<file path="src/logic/tts_pkg.sv">
// Package: register map, field layout, timing and carrier types
package tts_pkg;
	// Register byte offsets
	localparam logic [7:0] MODE0_OFS = 8'h00;
	localparam logic [7:0] MODE1_OFS = 8'h04;
	localparam logic [7:0] TCTRL_OFS = 8'h08;
	localparam logic [7:0] CMP0_OFS = 8'h0C;
	localparam logic [7:0] RES0_OFS = 8'h1C;
	localparam logic [7:0] LAST_OFS = 8'h28;
	// Mode register 0 fields
	localparam int M0_EN_BIT = 0;
	localparam int M0_BUSY_BIT = 1;
	localparam int M0_CH_LSB = 2;
	localparam int M0_SCAN_BIT = 4;
	localparam int M0_FOUR_BIT = 5;
	// Timer control fields
	localparam int TC_EN_LSB = 0;
	localparam int TC_OST_LSB = 2;
	// Reset values
	localparam logic [15:0] CMP_RST = 16'hFFFF;
	localparam logic [9:0] RES_RST = 10'h000;
	// Conversion time in clocks: base plus speed code times step
	localparam logic [9:0] CONV_BASE_CYC = 10'h060;
	localparam logic [9:0] CONV_STEP_CYC = 10'h020;
	localparam logic [2:0] BUF_SEQ_LEN = 3'h4;
	localparam logic [15:0] TMR_TOP = 16'hFFFF;

	typedef enum logic {ST_IDLE, ST_CONV} tts_state_type;

	// APB request from the master
	typedef struct packed {
		logic psel;
		logic penable;
		logic pwrite;
		logic [7:0] paddr;
		logic [31:0] pwdata;
	} tts_apb_req_type;

	// APB answer to the master
	typedef struct packed {
		logic [31:0] prdata;
		logic pready;
		logic pslverr;
	} tts_apb_rsp_type;

	// Whole state of the sequencer
	typedef struct packed {
		logic en;
		logic busy;
		logic scan;
		logic four;
		logic [1:0] chsel;
		logic [2:0] speed;
		logic [1:0] tmr_en;
		logic [1:0] ovf_stop;
		logic [3:0][15:0] cmp;
		logic [1:0][15:0] tcnt;
		logic [3:0][9:0] res;
		tts_state_type st;
		logic [9:0] ccnt;
		logic [1:0] slot;
		logic [2:0] cnt;
		logic irq;
		logic [1:0] ain;
		logic [31:0] rdata;
	} tts_regs_type;
endpackage : tts_pkg

</file>
<file path="src/logic/tts_sequencer.sv">
// Timer-triggered four-channel converter sequencer with APB registers
//
// Behaviour
// - Buffer mode converts one input four times into results 0 to 3.
// - Single-trigger buffer: t0m0 starts each; irq and stop after four.
// - Too few matches in single-trigger modes: no irq, keep waiting.
// - Buffer four-trigger: sources map to results 0..3, any order.
// - Four-trigger sequence end raises irq, clears busy, stops.
// - One-shot restart via timer enable; first match sets busy.
// - Free-running timer: convert on every match while enabled.
// - Repeated triggers from one source are each accepted.
// - Single-trigger scan converts from channel 0 up; result index equals channel.
// - Scan single-trigger: t0m0 converts next channel; last gives irq.
// - Match after a finished scan restarts it from channel 0.
// - Scan single-trigger with too few matches: no irq, wait.
// - Scan four-trigger: source index selects channel, arrival order.
// - Scan four-trigger restarts on next match after completion.
// - Clearing enable mid-conversion abandons it, nothing stored.
// - Simultaneous triggers: lowest input converts, rest ignored.
// - Trigger during conversion aborts it; aborted one not counted.
// - Trigger at completion: result stored, counted, irq raised if last.
// - Processor halt does not stop conversion; registers kept.
// - Timer with overflow stop holds zero until re-enabled.
// - Timer without overflow stop wraps to zero, keeps counting.
module tts_sequencer (
	// Clock and reset
	input wire logic sys_clk,
	input wire logic srst,
	// Register bus
	input tts_pkg::tts_apb_req_type apb_req,
	output tts_pkg::tts_apb_rsp_type apb_rsp,
	// External match triggers: t0m0, t0m1, t1m0, t1m1
	input wire logic [3:0] ext_trig,
	// Converter core
	input wire logic [9:0] adc_data,
	output logic [1:0] analog_in_sel,
	output logic conv_in_progress,
	output logic conv_end_irq,
	// Internal timer match pulses
	output logic [3:0] timer_match
);
	import tts_pkg::*;

	tts_regs_type r_q;
	tts_regs_type r_d;
	logic [1:0] ovf;
	logic [1:0][15:0] tcnt_nx;
	logic [1:0] ten_nx;
	logic [3:0] tmatch;
	logic [3:0] trig;
	logic setup;
	logic access;
	logic mapped;
	logic [2:0] ridx;
	logic done;
	logic tv;
	logic [1:0] idx;
	logic [2:0] req_len;
	logic [2:0] cnt_inc;
	logic [9:0] conv_cyc;

	// Two trigger timers, each with two compare matches
	for (genvar i = 0; i < 2; i++) begin : g_tmr
		assign ovf[i] = r_q.tmr_en[i] && (r_q.tcnt[i] == TMR_TOP);
		// Overflow wraps to zero; the stop option also drops the enable
		assign tcnt_nx[i] = ovf[i] ? 16'h0000 :
			(r_q.tmr_en[i] ? r_q.tcnt[i] + 16'h0001 : r_q.tcnt[i]);
		assign ten_nx[i] = r_q.tmr_en[i] &&
			!(ovf[i] && r_q.ovf_stop[i]);
		for (genvar j = 0; j < 2; j++) begin : g_cmp
			assign tmatch[2*i+j] = r_q.tmr_en[i] &&
				(r_q.tcnt[i] == r_q.cmp[2*i+j]);
		end
	end

	// Trigger gathering and source selection
	assign trig = ext_trig | tmatch;
	assign conv_cyc = CONV_BASE_CYC + 10'(r_q.speed) * CONV_STEP_CYC;
	assign req_len = r_q.scan ? {1'b0, r_q.chsel} + 3'h1 :
		BUF_SEQ_LEN;
	assign done = (r_q.st == ST_CONV) && (r_q.ccnt == 10'h000);

	// Lowest-numbered trigger wins; single-trigger modes see only t0m0
	always_comb begin
		tv = 1'b0;
		idx = 2'h0;
		if (trig[0]) begin
			tv = 1'b1;
		end else if (r_q.four && trig[1]) begin
			tv = 1'b1;
			idx = 2'h1;
		end else if (r_q.four && trig[2]) begin
			tv = 1'b1;
			idx = 2'h2;
		end else if (r_q.four && trig[3]) begin
			tv = 1'b1;
			idx = 2'h3;
		end
	end

	// Bus phase decode
	assign setup = apb_req.psel && !apb_req.penable;
	assign access = apb_req.psel && apb_req.penable;
	assign mapped = (apb_req.paddr[1:0] == 2'h0) &&
		(apb_req.paddr <= LAST_OFS);
	assign ridx = 3'((apb_req.paddr - CMP0_OFS) >> 2);

	// Next-state logic
	always_comb begin
		r_d = r_q;
		r_d.irq = 1'b0;
		cnt_inc = r_q.cnt + 3'h1;
		r_d.tcnt = tcnt_nx;
		r_d.tmr_en = ten_nx;
		// Register reads are latched in the setup phase
		if (setup) begin
			r_d.rdata = 32'h0000_0000;
			if (apb_req.paddr == MODE0_OFS) begin
				r_d.rdata[M0_EN_BIT] = r_q.en;
				r_d.rdata[M0_BUSY_BIT] = r_q.busy;
				r_d.rdata[M0_CH_LSB +: 2] = r_q.chsel;
				r_d.rdata[M0_SCAN_BIT] = r_q.scan;
				r_d.rdata[M0_FOUR_BIT] = r_q.four;
			end else if (apb_req.paddr == MODE1_OFS) begin
				r_d.rdata[2:0] = r_q.speed;
			end else if (apb_req.paddr == TCTRL_OFS) begin
				r_d.rdata[TC_EN_LSB +: 2] = r_q.tmr_en;
				r_d.rdata[TC_OST_LSB +: 2] = r_q.ovf_stop;
			end else if (mapped && apb_req.paddr < RES0_OFS) begin
				r_d.rdata[15:0] = r_q.cmp[ridx[1:0]];
			end else if (mapped) begin
				r_d.rdata[9:0] = r_q.res[ridx[1:0]];
			end
		end
		// Register writes take effect in the access phase
		if (access && apb_req.pwrite) begin
			if (apb_req.paddr == MODE0_OFS) begin
				r_d.en = apb_req.pwdata[M0_EN_BIT];
				r_d.chsel = apb_req.pwdata[M0_CH_LSB +: 2];
				r_d.scan = apb_req.pwdata[M0_SCAN_BIT];
				r_d.four = apb_req.pwdata[M0_FOUR_BIT];
				r_d.cnt = 3'h0;
			end else if (apb_req.paddr == MODE1_OFS) begin
				r_d.speed = apb_req.pwdata[2:0];
			end else if (apb_req.paddr == TCTRL_OFS) begin
				// Setting the enable restarts a stopped one-shot timer
				r_d.tmr_en = apb_req.pwdata[TC_EN_LSB +: 2];
				r_d.ovf_stop = apb_req.pwdata[TC_OST_LSB +: 2];
			end else if (mapped && apb_req.paddr < RES0_OFS &&
				apb_req.paddr >= CMP0_OFS) begin
				r_d.cmp[ridx[1:0]] = apb_req.pwdata[15:0];
			end
		end
		// Sequencer; runs regardless of processor halt
		if (!r_d.en) begin
			// Disable abandons conversion, nothing stored
			r_d.st = ST_IDLE;
			r_d.busy = 1'b0;
			r_d.cnt = 3'h0;
		end else begin
			if (done) begin
				// Completion stores into the slot chosen at start
				r_d.res[r_q.slot] = adc_data;
				r_d.st = ST_IDLE;
				if (cnt_inc >= req_len) begin
					r_d.irq = 1'b1;
					r_d.busy = 1'b0;
					r_d.cnt = 3'h0;
				end else begin
					r_d.cnt = cnt_inc;
				end
			end
			// A trigger starts a conversion, aborting any running one
			if (tv) begin
				r_d.st = ST_CONV;
				r_d.busy = 1'b1;
				r_d.ccnt = conv_cyc - 10'h001;
				if (r_q.four) begin
					r_d.slot = idx;
					r_d.ain = r_q.scan ? idx : r_q.chsel;
				end else begin
					r_d.slot = r_d.cnt[1:0];
					r_d.ain = r_q.scan ? r_d.cnt[1:0] : r_q.chsel;
				end
			end else if (r_q.st == ST_CONV && !done) begin
				r_d.ccnt = r_q.ccnt - 10'h001;
			end
		end
	end

	// State register
	always_ff @(posedge sys_clk) begin
		if (srst) begin
			r_q <= '0;
			r_q.cmp <= {4{CMP_RST}};
			r_q.res <= {4{RES_RST}};
			r_q.st <= ST_IDLE;
		end else begin
			r_q <= r_d;
		end
	end

	// Outputs
	assign apb_rsp.prdata = r_q.rdata;
	assign apb_rsp.pready = 1'b1;
	assign apb_rsp.pslverr = access && !mapped;
	assign analog_in_sel = r_q.ain;
	assign conv_in_progress = r_q.busy;
	assign conv_end_irq = r_q.irq;
	assign timer_match = tmatch;

	// Stopped timers hold their count and stay quiet
	for (genvar i = 0; i < 2; i++) begin : g_tmr_chk

	end
endmodule : tts_sequencer

</file>
<file path="config.mk">
export PLATFORM = sky130hd
export DESIGN_NAME = tts_sequencer
export DESIGN_NICKNAME = d
export VERILOG_FILES = /design/src/logic/tts_pkg.sv /design/src/logic/tts_sequencer.sv
export SDC_FILE = /design/constraint.sdc
export NUM_CORES = 1
export LEC_CHECK = 0
export BUFFER_PORTS_ARGS = -buffer_cell sky130_fd_sc_hd__buf_2
export CORE_MARGIN = 4
export CORE_UTILIZATION = 35
export CTS_CLUSTER_DIAMETER = 40
export CTS_CLUSTER_SIZE = 8
export DETAILED_ROUTE_END_ITERATION = 10
export HOLD_SLACK_MARGIN = 0.08
export PLACE_DENSITY = 0.49
export SYNTH_ARGS = -nofsm -noshare
export SYNTH_HDL_FRONTEND = slang
export SYNTH_SLANG_ARGS = --single-unit
export TNS_END_PERCENT = 5
</file>
<file path="constraint.sdc">
create_clock -name sys_clk -period 5.7 [get_ports sys_clk]
set_input_delay 0 -clock sys_clk [delete_from_list [all_inputs] [get_ports sys_clk]]
set_output_delay 0 -clock sys_clk [all_outputs]
set_load 0.03 [all_outputs]
</file>
==> impl_metrics.env <==
export IMPL_die_h_um=173.0
export IMPL_layout_nets=1193
export IMPL_vias_per_cell=5.189
export IMPL_antenna_found_initial=0
export IMPL_crit_type="reg -> reg"
export IMPL_drive_gt1_share_pct=14.99
export IMPL_cp_num_buf_inv=1
export IMPL_post_route_period_util_pct=51.59
export IMPL_routed_wl_mm=27.49
export IMPL_timing_hold_ws_ns=0.1078
export IMPL_coreArea_um2=26880
export IMPL_cts_buffers=17
export IMPL_netlist_area_um2=9528
export IMPL_slowest_stage="o41ai_2"
export IMPL_cp_start_kind="flop"
export IMPL_detail_route_wl_per_cell_um=18.63
export IMPL_setup_viol=0
export IMPL_synth_edf_count=0
export IMPL_h_tree_depth=4
export IMPL_grt_overflow_total=0
export IMPL_slew_violations=0
export IMPL_track_usage_pct=18.17
export IMPL_area_growth_pct=11.95
export IMPL_fmax_mhz=340.1
export IMPL_cts_setup_buffers=0
export IMPL_grt_pass1_vias=7268
export IMPL_place_inst=1416
export IMPL_dr_pass1_iters=5
export IMPL_cts_tree="done"
export IMPL_synth_cell_types=70
export IMPL_gp_congestion=0.8587
export IMPL_cp_arrival_ns=3.28
export IMPL_slew_headroom_pct=34.67
export IMPL_vdd_ir_drop_max_uv=175.6
export IMPL_grt_pass1_wl_mm=42.99
export IMPL_num_fill_cells=2771
export IMPL_vias=7654
export IMPL_required_ns=6.04
export IMPL_synth_area_top_cells="dfxtp_1 39%, nand2_1 6.7%, mux4_2 6.1%"
export IMPL_avgSynthCellArea_um2=8.781
export IMPL_leakage_uw=0.004152
export IMPL_rsz0062_at_grt="no"
export IMPL_port_buffers=67
export IMPL_status="complete, no violations"
export IMPL_ys_seq_elements=184
export IMPL_slowest_delay_ns=0.60
export IMPL_cts_root_buf="clkbuf_16"
export IMPL_path_delay_family="simple AND/OR/NAND/NOR gates"
export IMPL_hpwlAfterDp_mm=19.83
export IMPL_drc=0
export IMPL_ys_seq_area_share_pct=38.66
export IMPL_io_pins=101
export IMPL_synthCells=1085
export IMPL_cts_max_path_buffers=2
export IMPL_worst_pin_slew_ns=0.9734
export IMPL_synth_largest_area_cell="dfxtp_1"
export IMPL_drtAntennaViolNets=0
export IMPL_synth_ff_type="dfxtp_1"
export IMPL_initial_core_util_pct=35.45
export IMPL_power_density_nw_per_um2=248.5
export IMPL_clk_latency_ns=0.44
export IMPL_insertedDiodeCount=0
export IMPL_grt_max_degree=76
export IMPL_hold_viol_final=0
export IMPL_yosysTopAreaCellShare_pct=38.66
export IMPL_rows=60
export IMPL_first_iter_violations=575
export IMPL_clk_pin_slew_ns=0.08
export IMPL_yosys_warnings=0
export IMPL_cts_sinks=184
export IMPL_cp_max_fo=16
export IMPL_fin_skew_ns=0.01718
export IMPL_tns_ns=0
export IMPL_dieWidth_um=173.0
export IMPL_cap_violations=0
export IMPL_hold_class="in -> reg"
export IMPL_async_reset_ff_share_pct=0
export IMPL_endpoint_kind="flop"
export IMPL_dieArea_um2=29930
export IMPL_crit_path_cell_trace="xor2_1, nor4_1, nand2_1, o41ai_2, nor4_2, buf_4, or3_1, o32ai_1"
export IMPL_layoutNonFillerInstCount=1475
export IMPL_layout_min_cycle_time_ns=2.941
export IMPL_final_core_util_pct=39.69
## cells in the mapped netlist, drive strengths merged, types with 16 or more instances
library cell  number
clkbuf            36
inv               16
mux4              26
nand3             89
nor4              20
xnor2             46
nand2            174
nand4             21
mux2i             53
o21ai             28
buf               64
nor2             119
dfxtp            184
a21oi             29
xor2              49
## worst register-to-register path: cells and delay by family, from the launching register on
kind / cells / cell delay, ns
and+or+nand+nor: 4 / 1.07
AOI/OAI and AO/OA: 2 / 0.93
DFF: 1 / 0.46
buffers and inverters: 1 / 0.21
xor gates and xnor gates: 1 / 0.17
## per-layer routing
| metal | track usage, % | up-vias | part of all wire (%) |
|---|---|---|---|
| met2 | 28.86 | 193 | 46 |
| met1 | 25.97 | 3672 | 48 |
| met5 | 0 | - | 0 |
| met4 | 3.891 | 0 | 1.2 |
| li1 | - | 3768 | - |
| met3 | 3.258 | 21 | 5.1 |
## report_power, final
part / switching (uW) / internal [uW] / total [uW]
logic: 107 / 51.6 / 158
registers: 1.04 / 1290 / 1290
clock network: 610 / 596 / 1210
total: 718 / 1930 / 2650
## path summary, 6_finish.rpt
| path | cells after the start | slack, ns | from | to |
|---|---|---|---|---|
| max | 8 | 2.76 | r_q[104] | analog_in_sel[1] |
| min | 4 | 0.11 | apb_req[42] | apb_rsp[3] |
| max reg2reg | 8 | 2.76 | r_q[104] | analog_in_sel[1] |
| min reg2reg | 2 | 0.47 | analog_in_sel[1] | analog_in_sel[1] |
## through the flow
stage               setup WS [ns]  power (uW)  area, um^2
finish                      2.759        2651       10670
floorplan                   2.694        1416        9584
global route                2.553        2744       10670
global placement            2.622        1462        9803
detailed placement          2.634        1462        9803
CTS                         2.770        2683       10670
## kinds of logic after synthesis
logic type | Yosys count | share of synthesized area [%]
adder cells (fa/ha/maj) | 13 | 1.707
XOR/XNOR | 95 | 8.733
multiplexers | 80 | 11.83
other | 2 | 0.07882
flip-flops | 184 | 38.66
AND/OR/NAND/NOR | 487 | 24.20
AO/OA/AOI/OAI | 106 | 7.472
buffers and inverters | 118 | 7.314
## layout make-up
type / count / area, um^2 / area share (%)
Multi-Input combinational cell: 798 / 5223 / 48.96
Sequential cell: 184 / 3684 / 34.53
Timing Repair Buffer: 104 / 680.7 / 6.381
Tap cell: 341 / 426.7 / 4.000
Clock buffer: 17 / 425.4 / 3.988
Clock inverter: 15 / 167.7 / 1.572
Inverter: 16 / 60.06 / 0.5630
## registers in the layout, indices dropped and copies added (netlist names)
name	flops
conv_end_irq	1
analog_in_sel	2
conv_in_progress	1
apb_rsp	16
r_q	164
## timing repair
| item | in CTS | in global routing |
|---|---|---|
| gates resized for setup | 0 | 0 |
| hold buffers | 27 | 0 |
| endpoints found under the hold margin | 119 | 0 |
## layout by cell type, fill, tap and decap left out, drive strengths merged, types with 8 or more instances in the layout
cell type and n:
dfxtp 184, a21oi 29, nand2 174, a31oi 8
inv 26, nor2 119, mux4 26, buf 77
nand3 89, mux2i 53, nand4 21, ha 13
nor4 20, xor2 49, nor3 9, and3 8
xnor2 46, o21ai 28, clkbuf 17, dlygate4sd3 27
and2 8, conb 17
(Power assumes the default switching activity.)
